==> config.mk <==
export PLATFORM = sky130hd
export DESIGN_NAME = cpc_copper_control
export DESIGN_NICKNAME = d
export VERILOG_FILES = /design/src/logic/cpc_pkg.sv /design/src/logic/cpc_copper_control.sv
export SDC_FILE = /design/constraint.sdc
export NUM_CORES = 1
export LEC_CHECK = 0
export BUFFER_PORTS_ARGS = -buffer_cell sky130_fd_sc_hd__clkbuf_2
export CAP_MARGIN = 10
export CORE_UTILIZATION = 48
export CTS_BUF_LIST = sky130_fd_sc_hd__clkbuf_8
export CTS_CLUSTER_SIZE = 40
export DETAILED_ROUTE_END_ITERATION = 10
export GPL_ROUTABILITY_DRIVEN = 1
export PLACE_DENSITY = 0.87
export REMOVE_ABC_BUFFERS = 1
export SYNTH_ARGS = -nofsm -noshare
export SYNTH_HDL_FRONTEND = slang
export SYNTH_SLANG_ARGS = --single-unit
export TNS_END_PERCENT = 10
==> constraint.sdc <==
create_clock -name clk -period 1.95 [get_ports clk]
set_input_delay 0.195 -clock clk [delete_from_list [all_inputs] [get_ports clk]]
set_output_delay 0.195 -clock clk [all_outputs]
set_load 0.02 [all_outputs]
==> src/logic/cpc_pkg.sv <==
package cpc_pkg;

  // Register map
  localparam logic [4:0] CPC_OFFSET_CTRL_ONE = 5'h10;

  // Field positions
  localparam int CPC_BIT_NO_PULSE    = 15;
  localparam int CPC_POS_DS_COUNT    = 12;
  localparam int CPC_BIT_DS_ENABLE   = 11;
  localparam int CPC_BIT_FORCE_LINK  = 10;
  localparam int CPC_POS_CABLE_DET   = 8;
  localparam int CPC_BIT_EXT_DIST    = 7;
  localparam int CPC_POS_XOVER       = 5;
  localparam int CPC_BIT_RSVD        = 4;
  localparam int CPC_BIT_TX_DISABLE  = 3;
  localparam int CPC_BIT_POWER_DOWN  = 2;
  localparam int CPC_BIT_POL_DISABLE = 1;
  localparam int CPC_BIT_NO_JABBER   = 0;

  // Reset values
  localparam logic [2:0] CPC_DS_COUNT_RESET  = 3'h3;
  localparam logic       CPC_DS_ENABLE_RESET = 1'b0;
  localparam logic [1:0] CPC_XOVER_STRAP_LO  = 2'h1;
  localparam logic [1:0] CPC_XOVER_STRAP_HI  = 2'h3;

  // Timing: edges after reset release before the straps are taken
  localparam logic [2:0] CPC_STRAP_SETTLE = 3'h4;

  // Crossover codes
  localparam logic [1:0] CPC_XOVER_MDI  = 2'h0;
  localparam logic [1:0] CPC_XOVER_MDIX = 2'h1;
  localparam logic [1:0] CPC_XOVER_AUTO = 2'h3;

  // Configuration that reaches the link units
  typedef struct packed {
    logic       link_pulse_enable;
    logic [2:0] downshift_attempts;
    logic       downshift_enable;
    logic       force_link_good;
    logic       cable_detect_enable;
    logic       cable_detect_pulse;
    logic       low_rx_threshold;
    logic [1:0] crossover_mode;
    logic       tx_disable;
    logic       power_down;
    logic       polarity_fix_disable;
    logic       jabber_enable;
  } cpc_config_type;

endpackage : cpc_pkg

==> src/logic/cpc_copper_control.sv <==
// Local design decision: the address-and-strobe port.
module cpc_copper_control (
  // Clock and reset
  input  wire logic                    clk,
  input  wire logic                    sys_rst,
  // Register port
  input  wire logic [4:0]              reg_addr,
  input  wire logic [15:0]             reg_wdata,
  input  wire logic                    reg_write,
  input  wire logic                    reg_read,
  output logic      [15:0]             reg_rdata,
  // Straps
  input  wire logic                    cable_sleep_inhibit_strap,
  input  wire logic                    auto_crossover_strap,
  // Base control and link state
  input  wire logic                    base_power_down,
  input  wire logic                    soft_reset_request,
  input  wire logic                    link_is_gigabit,
  input  wire logic                    link_is_10_half,
  input  wire logic                    link_state_up,
  // Configuration to link units
  output cpc_pkg::cpc_config_type      config_out,
  output logic                         link_up,
  output logic                         port_powered_down,
  output logic                         soft_reset_pulse,
  output logic                         aneg_restart_pulse
);

  // Strap and base-power-down pin synchronisers
  logic [2:0] sleep_sync_reg;
  logic [2:0] sleep_sync_next;
  logic [2:0] xc_sync_reg;
  logic [2:0] xc_sync_next;
  logic [2:0] pd_sync_reg;
  logic [2:0] pd_sync_next;
  logic       sleep_lvl_reg;
  logic       sleep_lvl_next;
  logic       xc_lvl_reg;
  logic       xc_lvl_next;
  logic       pd_lvl_reg;
  logic       pd_lvl_next;

  // Register image, active copies of update fields
  logic [15:0] ctrl_reg;
  logic [15:0] ctrl_next;
  logic [2:0]  ds_cnt_act_reg;
  logic [2:0]  ds_cnt_act_next;
  logic        ds_en_act_reg;
  logic        ds_en_act_next;
  logic [1:0]  cable_act_reg;
  logic [1:0]  cable_act_next;
  logic [1:0]  xover_act_reg;
  logic [1:0]  xover_act_next;

  // Strap capture after reset release
  logic        strap_done_reg;
  logic        strap_done_next;
  logic [2:0]  settle_reg;
  logic [2:0]  settle_next;

  // Power state and read data
  logic        pd_prev_reg;
  logic        pd_prev_next;
  logic        wake_pulse_reg;
  logic        wake_pulse_next;
  logic [15:0] rdata_reg;
  logic [15:0] rdata_next;

  logic        hit;
  logic        powered_down;
  logic        do_soft_reset;
  logic [1:0]  strap_xover;

  assign hit = reg_addr == cpc_pkg::CPC_OFFSET_CTRL_ONE;
  assign powered_down = ctrl_reg[cpc_pkg::CPC_BIT_POWER_DOWN]
                        | pd_lvl_reg;
  assign do_soft_reset = soft_reset_request | wake_pulse_reg;
  assign strap_xover = xc_lvl_reg ? cpc_pkg::CPC_XOVER_STRAP_HI
                                  : cpc_pkg::CPC_XOVER_STRAP_LO;

  always_comb begin
    sleep_sync_next = {sleep_sync_reg[1:0], cable_sleep_inhibit_strap};
    xc_sync_next    = {xc_sync_reg[1:0], auto_crossover_strap};
    pd_sync_next    = {pd_sync_reg[1:0], base_power_down};
    // Change counts only once stages two and three agree
    sleep_lvl_next  = (sleep_sync_reg[1] == sleep_sync_reg[2])
                      ? sleep_sync_reg[2] : sleep_lvl_reg;
    xc_lvl_next     = (xc_sync_reg[1] == xc_sync_reg[2])
                      ? xc_sync_reg[2] : xc_lvl_reg;
    pd_lvl_next     = (pd_sync_reg[1] == pd_sync_reg[2])
                      ? pd_sync_reg[2] : pd_lvl_reg;
  end

  always_comb begin
    ctrl_next       = ctrl_reg;
    ds_cnt_act_next = ds_cnt_act_reg;
    ds_en_act_next  = ds_en_act_reg;
    cable_act_next  = cable_act_reg;
    xover_act_next  = xover_act_reg;
    settle_next     = settle_reg;
    strap_done_next = strap_done_reg;
    // Straps sampled only after the level stage has settled,
    // else the reset value of the level flop would be captured
    if (!strap_done_reg) begin
      if (settle_reg != cpc_pkg::CPC_STRAP_SETTLE) begin
        settle_next = settle_reg + 3'h1;
      end else begin
        strap_done_next = 1'b1;
        ctrl_next[cpc_pkg::CPC_POS_CABLE_DET +: 2] =
          {2{~sleep_lvl_reg}};
        ctrl_next[cpc_pkg::CPC_POS_XOVER +: 2] = strap_xover;
        cable_act_next = {2{~sleep_lvl_reg}};
        xover_act_next = strap_xover;
      end
    end else if (reg_write && hit) begin
      ctrl_next = reg_wdata;
    end else if (do_soft_reset) begin
      // Soft reset: clear bit 15, latch update fields, retain the rest
      ctrl_next[cpc_pkg::CPC_BIT_NO_PULSE] = 1'b0;
      ds_cnt_act_next = ctrl_reg[cpc_pkg::CPC_POS_DS_COUNT +: 3];
      ds_en_act_next  = ctrl_reg[cpc_pkg::CPC_BIT_DS_ENABLE];
      cable_act_next  = ctrl_reg[cpc_pkg::CPC_POS_CABLE_DET +: 2];
      xover_act_next  = ctrl_reg[cpc_pkg::CPC_POS_XOVER +: 2];
    end
  end

  always_comb begin
    pd_prev_next    = powered_down;
    // Falling edge of combined power down
    wake_pulse_next = pd_prev_reg & ~powered_down;
    rdata_next      = (reg_read && hit) ? ctrl_reg : 16'h0000;
  end

  // Synchroniser group
  always_ff @(posedge clk or posedge sys_rst) begin
    if (sys_rst) begin
      sleep_sync_reg <= 3'h0;
      xc_sync_reg    <= 3'h0;
      pd_sync_reg    <= 3'h0;
      sleep_lvl_reg  <= 1'b0;
      xc_lvl_reg     <= 1'b0;
      pd_lvl_reg     <= 1'b0;
    end else begin
      sleep_sync_reg <= sleep_sync_next;
      xc_sync_reg    <= xc_sync_next;
      pd_sync_reg    <= pd_sync_next;
      sleep_lvl_reg  <= sleep_lvl_next;
      xc_lvl_reg     <= xc_lvl_next;
      pd_lvl_reg     <= pd_lvl_next;
    end
  end

  // Register image and active copies
  always_ff @(posedge clk or posedge sys_rst) begin
    if (sys_rst) begin
      ctrl_reg       <= {4'h0, 1'b0, 11'h0} |
                        (16'(cpc_pkg::CPC_DS_COUNT_RESET)
                         << cpc_pkg::CPC_POS_DS_COUNT);
      ds_cnt_act_reg <= cpc_pkg::CPC_DS_COUNT_RESET;
      ds_en_act_reg  <= cpc_pkg::CPC_DS_ENABLE_RESET;
      cable_act_reg  <= 2'h0;
      xover_act_reg  <= cpc_pkg::CPC_XOVER_STRAP_LO;
    end else begin
      ctrl_reg       <= ctrl_next;
      ds_cnt_act_reg <= ds_cnt_act_next;
      ds_en_act_reg  <= ds_en_act_next;
      cable_act_reg  <= cable_act_next;
      xover_act_reg  <= xover_act_next;
    end
  end

  // Strap capture sequencing
  always_ff @(posedge clk or posedge sys_rst) begin
    if (sys_rst) begin
      strap_done_reg <= 1'b0;
      settle_reg     <= 3'h0;
    end else begin
      strap_done_reg <= strap_done_next;
      settle_reg     <= settle_next;
    end
  end

  // Power edge detect and read data
  always_ff @(posedge clk or posedge sys_rst) begin
    if (sys_rst) begin
      pd_prev_reg    <= 1'b0;
      wake_pulse_reg <= 1'b0;
      rdata_reg      <= 16'h0000;
    end else begin
      pd_prev_reg    <= pd_prev_next;
      wake_pulse_reg <= wake_pulse_next;
      rdata_reg      <= rdata_next;
    end
  end

  assign reg_rdata = rdata_reg;

  always_comb begin
    config_out.link_pulse_enable =
      ~ctrl_reg[cpc_pkg::CPC_BIT_NO_PULSE];
    config_out.downshift_attempts = ds_cnt_act_reg;
    config_out.downshift_enable   = ds_en_act_reg;
    config_out.force_link_good =
      ctrl_reg[cpc_pkg::CPC_BIT_FORCE_LINK] & ~link_is_gigabit;
    config_out.cable_detect_enable = cable_act_reg[1];
    config_out.cable_detect_pulse  = &cable_act_reg;
    config_out.low_rx_threshold =
      ctrl_reg[cpc_pkg::CPC_BIT_EXT_DIST];
    // Reserved code 10 treated as automatic, the safest fallback
    config_out.crossover_mode = (xover_act_reg == 2'h2)
                                ? cpc_pkg::CPC_XOVER_AUTO
                                : xover_act_reg;
    config_out.tx_disable =
      ctrl_reg[cpc_pkg::CPC_BIT_TX_DISABLE];
    config_out.power_down = powered_down;
    config_out.polarity_fix_disable =
      ctrl_reg[cpc_pkg::CPC_BIT_POL_DISABLE];
    config_out.jabber_enable =
      ~ctrl_reg[cpc_pkg::CPC_BIT_NO_JABBER] & link_is_10_half;
  end

  assign link_up = config_out.force_link_good | link_state_up;
  assign port_powered_down  = powered_down;
  assign soft_reset_pulse   = do_soft_reset;
  assign aneg_restart_pulse = wake_pulse_reg;

endmodule : cpc_copper_control

==> impl_metrics.ini, run 1 <==
[yosys]
async_reset_ff_frac = 1.00
ys_types = 33
yosysSeqAreaShare = 0.661
synthMuxAreaShare = 0.0897
syn_inst = 157
yosysTopAreaCell = dfrtp_1
synth.area.top_cells = dfrtp_1 60%, dfstp_2 6.0%, mux2_2 5.1%
yosysMostFrequentCell = dfrtp_1
synth_compound_area_frac = 0.0533
yosysWarnings = 0
syn_area_sq_um = 2200
synth_top_area_frac = 0.602
synth_common_cells = 53 x dfrtp_1, 17 x and2_1, 10 x mux2_2
synth_top_family_by_area = simple AND/OR/NAND/NOR gates
synth_xor_area_frac = 0.00795
ys_ff_latch = 58
synthSimpleGateAreaFrac = 0.114
synthAdderAreaFrac = 0.0250
synth-edff-count = 0
syn_avg_cell_area_sq_um = 14.0
synth-main-ff-cell = dfrtp_1

[die]
start_util = 0.503
fp-row-count = 24
ioPinCount = 67
die_y_microns = 69.8
die_area_sq_um = 4870
core-area_sq_um = 4380
die_w_microns = 69.8

[clock_network]
cts_tree = yes
cts.sinks = 58
clock_latency_ps = 330
ctsLongestPathBuffers = 2
post_cts_buffers = 0
numCtsBuffers = 9
path_clk_slew_ps = 60
htreeDepth = 3
cts_root_buf = clkbuf_8

[sta]
setup_tns_ps = 0
relSlewSlack = 0.665
fin_crit_ps = 1470
hold_violations = 0
rsz0062_at_grt = no
tightest_slew_ps = 502
whs_ps = 87.1
post-route-period-util = 0.756
clock-skew-final_ps = 7.04
drv_slew = 0
max_freq_mhz = 678
setup_viol = 0

[global_route]
grt_antenna_before_repair = 0
grt_pass1_vias = 1496
track_usage = 0.186
global_route.overflow_total = 0
grt_pass1_wl_microns = 6740
grt_max_degree = 27

[hold_path]
hold_class = in2reg

[finish]
stdcell_area_sq_um = 2800
nets = 266
antennaDiodeCount = 0
syn_to_final_growth_pct = 26.8
layout-drive-gt1-share = 0.479
n_fill_cell = 349
stdcell_count = 288
postLayoutCoreUtil = 0.638

[placed_design]
detailed_place.area_sq_um = 2570
port_buffers = 66
dp_hpwl_microns = 2870
gp_congestion = 0.808
dp_cells = 269

[critical_path]
arrival_ps = 1690
start_kind = flop
worstPathRequired_ps = 2160
endpoint_kind = flop
cp_max_fo = 12
crit_type = reg2reg

[routing]
wl_microns = 4010
routed_via_density = 5.03
via_count = 1448
wl_per_cell_microns = 13.9
drt-initial-drc-count = 89
drc = 0
ant_nets = 0
firstDrtPassIters = 4

[pwr]
leakage_nw = 1.45
irDropWorstVdd_v = 0.000585
powerDensity_nw_per_um2 = 1010

[outcome]
outcome = complete, no violations

[job]
maxCapViolations = 0
[worst max-delay path, cell delays in order (launching register included)]
cell and delay (ps):
dfrtp_1 460, o21ai_0 140, a31oi_1 170, buf_4 210
or2b_1 240, o311a_1 130
[cell families (layout without fill, tap and decap cells)]
family,Yosys count,count (layout)
simple gates,40,40
flops,58,58
compound gates,17,17
xor+xnor,2,2
buf+inv,19,98
mux,16,16
fa+ha+maj,5,5
[metal layers]
layer / wire, microns / GRT usage
met3: 317 / 0.0625
met2: 1930 / 0.292
met5: 0 / 0
met4: 108 / 0.109
met1: 1660 / 0.222
[power breakdown]
group | switching (mW) | leakage [nW] | internal [mW] | total, mW
logic | 0.208 | 0.632 | 0.187 | 0.395
registers | 0.0781 | 0.718 | 1.34 | 1.42
clock network | 0.425 | 0.101 | 0.588 | 1.01
[cell usage in the layout (no fill, tap or decap), types with 3 or more instances in the layout]
| master | Yosys | final |
|---|---|---|
| a21oi_1 | 4 | 4 |
| and2_1 | 17 | 17 |
| buf_4 | 6 | 3 |
| clkbuf_2 | 0 | 66 |
| clkbuf_8 | 0 | 13 |
| dfrtp_1 | 53 | 53 |
| dfstp_2 | 5 | 5 |
| dlygate4sd3_1 | 0 | 4 |
| inv_1 | 9 | 8 |
| maj3_1 | 3 | 3 |
| mux2_2 | 10 | 10 |
| mux2_4 | 5 | 5 |
| nand2_1 | 6 | 6 |
| nor2_1 | 5 | 5 |
| o21ai_0 | 4 | 4 |
| or2_2 | 3 | 3 |
[path summary, 6_finish.rpt]
check | start | slack, ps | depth (start not counted) | endpoint
worst max-delay path | strap_done_reg$_DFF_PP0_ | 480 | 5 | cable_act_reg[0]$_DFFE_PP0P_
worst min-delay path | reg_wdata[5] | 90 | 2 | ctrl_reg[5]$_DFFE_PP0P_
worst max register to register | strap_done_reg$_DFF_PP0_ | 480 | 5 | cable_act_reg[0]$_DFFE_PP0P_
worst min register to register | sleep_sync_reg[0]$_DFF_PP0_ | 340 | 0 | sleep_sync_reg[1]$_DFF_PP0_
max in group asynchronous | sys_rst | 940 | 4 | xover_act_reg[0]$_DFFE_PP1P_
min in group asynchronous | sys_rst | 400 | 3 | cable_act_reg[0]$_DFFE_PP0P_
[stage by stage]
| stage | total power [mW] | setup WS (ps) |
|---|---|---|
| 2_1_floorplan | 1.67 | 321 |
| 3_3_place_gp | 1.81 | 492 |
| 3_5_place_dp | 1.83 | 449 |
| 4_1_cts | 2.85 | 482 |
| 5_1_grt | 2.96 | 367 |
| 6_report | 2.82 | 475 |
[cell type report]
cell class,instances,area [sq um],share of cell area
Clock inverter,2,10.0,0.00358
Clock buffer,13,179,0.0640
Timing Repair Buffer,74,413,0.148
Inverter,9,33.8,0.0121
Tap cell,52,65.1,0.0233
Sequential cell,58,1460,0.521
Multi-Input combinational cell,80,638,0.228
[timing repair]
item,CTS,global route
hold endpoints to repair,19,0
hold buffers,4,0
gates resized for setup,0,0
Note: power is estimated with default switching activity, not from simulation.
==> run 2, diff against run 1 <==
--- a/config.mk
+++ b/config.mk
@@ -5,6 +5,7 @@
 export SDC_FILE = /design/constraint.sdc
 export NUM_CORES = 1
 export LEC_CHECK = 0
+export ABC_AREA = 1
 export BUFFER_PORTS_ARGS = -buffer_cell sky130_fd_sc_hd__clkbuf_2
 export CAP_MARGIN = 10
 export CORE_UTILIZATION = 48
==> constraint.sdc (replaced) <==
create_clock -name clk -period 1.4 [get_ports clk]
set_input_delay 0.14 -clock clk [delete_from_list [all_inputs] [get_ports clk]]
set_output_delay 0.14 -clock clk [all_outputs]
set_load 0.02 [all_outputs]
==> impl_metrics.ini, run 2 <==
[outcome]
outcome = complete, no violations

[sta]
fin_crit_ps = 1340
hold_violations = 0
clock-skew-final_ps = 4.64
relSlewSlack = 0.773
max_freq_mhz = 745
drv_slew = 0
setup_viol = 0
rsz0062_at_grt = no
tightest_slew_ps = 340
post-route-period-util = 0.959

[routing]
drt-initial-drc-count = 106
wl_microns = 4180
routed_via_density = 4.79
ant_nets = 0
via_count = 1651
drc = 0
wl_per_cell_microns = 12.1
firstDrtPassIters = 4

[clock_network]
numCtsBuffers = 9
htreeDepth = 3
cts.sinks = 58
cts_root_buf = clkbuf_8
path_clk_slew_ps = 60
post_cts_buffers = 0
clock_latency_ps = 330
cts_tree = yes
ctsLongestPathBuffers = 2

[yosys]
syn_avg_cell_area_sq_um = 10.3
yosysMostFrequentCell = dfrtp_1
synth-main-ff-cell = dfrtp_1
synth_top_area_frac = 0.597
synth_common_cells = 53 x dfrtp_1, 41 x nand2_1, 27 x inv_1
ys_ff_latch = 58
ys_types = 23
async_reset_ff_frac = 1.00
synth.area.top_cells = dfrtp_1 60%, nand2_1 6.9%, dfstp_2 5.9%
syn_inst = 215
syn_area_sq_um = 2220
yosysSeqAreaShare = 0.656
yosysTopAreaCell = dfrtp_1
synth-edff-count = 0
yosysWarnings = 0

[critical_path]
endpoint_kind = output pin
arrival_ps = 1200
crit_type = reg2out
cp_max_fo = 4
worstPathRequired_ps = 1260
start_kind = flop

[finish]
postLayoutCoreUtil = 0.646
stdcell_area_sq_um = 2850
syn_to_final_growth_pct = 28.3
nets = 322
final_common_cell = clkbuf_2
antennaDiodeCount = 0
layout-drive-gt1-share = 0.341
layout_common_cells = 65 x clkbuf_2, 53 x dfrtp_1, 41 x nand2_1

[die]
die_y_microns = 70.0
die_area_sq_um = 4910
die_w_microns = 70.0
fp-row-count = 24
core-area_sq_um = 4410
start_util = 0.503
ioPinCount = 67

[pwr]
sequentialPowerShare = 0.477
combPwrFrac = 0.151
clkPwrFrac = 0.371
irDropWorstVdd_v = 0.000861
leakage_nw = 1.55
swShare = 0.262
intPower_mw = 3.08
netSwitchingPower_mw = 1.09
powerDensity_nw_per_um2 = 1460

[placed_design]
gp_congestion = 0.796
port_buffers = 66
detailed_place.area_sq_um = 2580
dp_hpwl_microns = 2750

[global_route]
grt_antenna_before_repair = 0
grt_pass1_wl_microns = 7010
grt_max_degree = 59
global_route.overflow_total = 0
track_usage = 0.192
grt_pass1_vias = 1609

[hold_path]
hold_class = in2reg

[job]
maxCapViolations = 0
[run 2: cell count changes after synthesis, moves of 3 or more]
cell     delta
mux2_2     -10
nor2_1     +19
nand4_1     +3
a21oi_1     -3
nand3_1    +13
and2_1     -17
o21ai_1     +4
nand2_1    +35
mux2_4      -5
inv_1      +18
o21ai_0    +12
[run 2: power by group through the flow]
stage               clock network [mW]  registers (mW)  logic [mW]
floorplan                            0            2.08       0.307
global placement                     0            2.01       0.596
detailed placement                   0            2.02       0.614
CTS                               1.60            1.99       0.630
global route                      1.68            2.01       0.698
finish                            1.55            1.99       0.631
[run 2: worst paths after layout]
path	slack, ps	start	depth (start not counted)	to
max	60	pd_lvl_reg$_DFFE_PP0N_	2	config_out[2]
min	20	reg_wdata[2]	3	ctrl_reg[2]$_DFFE_PP0P_
max reg2reg	120	strap_done_reg$_DFF_PP0_	6	cable_act_reg[0]$_DFFE_PP0P_
min reg2reg	350	sleep_sync_reg[0]$_DFF_PP0_	0	sleep_sync_reg[1]$_DFF_PP0_
max in group asynchronous	710	sys_rst	4	xover_act_reg[0]$_DFFE_PP1P_
min in group asynchronous	410	sys_rst	4	reg_rdata[2]$_DFF_PP0_
[run 2: area by class of cell]
class,instances,area (sq um)
fill,357,1560
sequential,58,1460
multi-input combinational,118,587
timing repair buffer,74,432
clock buffer,12,165
inverter,27,101
tap,52,65.1
clock inverter,4,42.5
[run 2: logic make-up (layout without fill, tap and decap cells)]
| family | after synthesis | after routing | synth area share |
|---|---|---|---|
| compound gates | 21 | 21 | 0.0473 |
| xor+xnor | 2 | 2 | 0.00788 |
| simple gates | 90 | 90 | 0.177 |
| buf+inv | 39 | 117 | 0.0867 |
| flops | 58 | 58 | 0.656 |
| fa+ha+maj | 5 | 5 | 0.0248 |
[run 2: worst max-delay path, stage by stage, from the launching register on]
cell      delay, ps
dfrtp_1         370
or2_2           330
clkbuf_2        170
[run 2: through the flow]
step	std cells	TNS, ps	worst slack, ps	hold WS (ps)	power (mW)
finish	345	0	57.6	21.0	4.17
floorplan	203	-8460	-160	171	2.39
global route	345	0	12.7	18.2	4.39
CTS	345	-15.4	-15.4	4.35	4.22
detailed placement	325	0	2.70	204	2.63
global placement	325	0	101	197	2.60
[run 2: repair_timing]
item	CTS	global route
resized for setup	1	6
hold buffers	4	0
endpoints found under the setup margin	5	5
gates cloned	0	0
endpoints found under the hold margin	56	0
[run 2: routing by layer]
layer  part of all wire  up-vias  global-route usage
li1                   -      809                   -
met1               0.41      774               0.206
met2               0.51       52               0.325
met3              0.049       16              0.0577
met4              0.037        0               0.133
met5                  0        -                   0
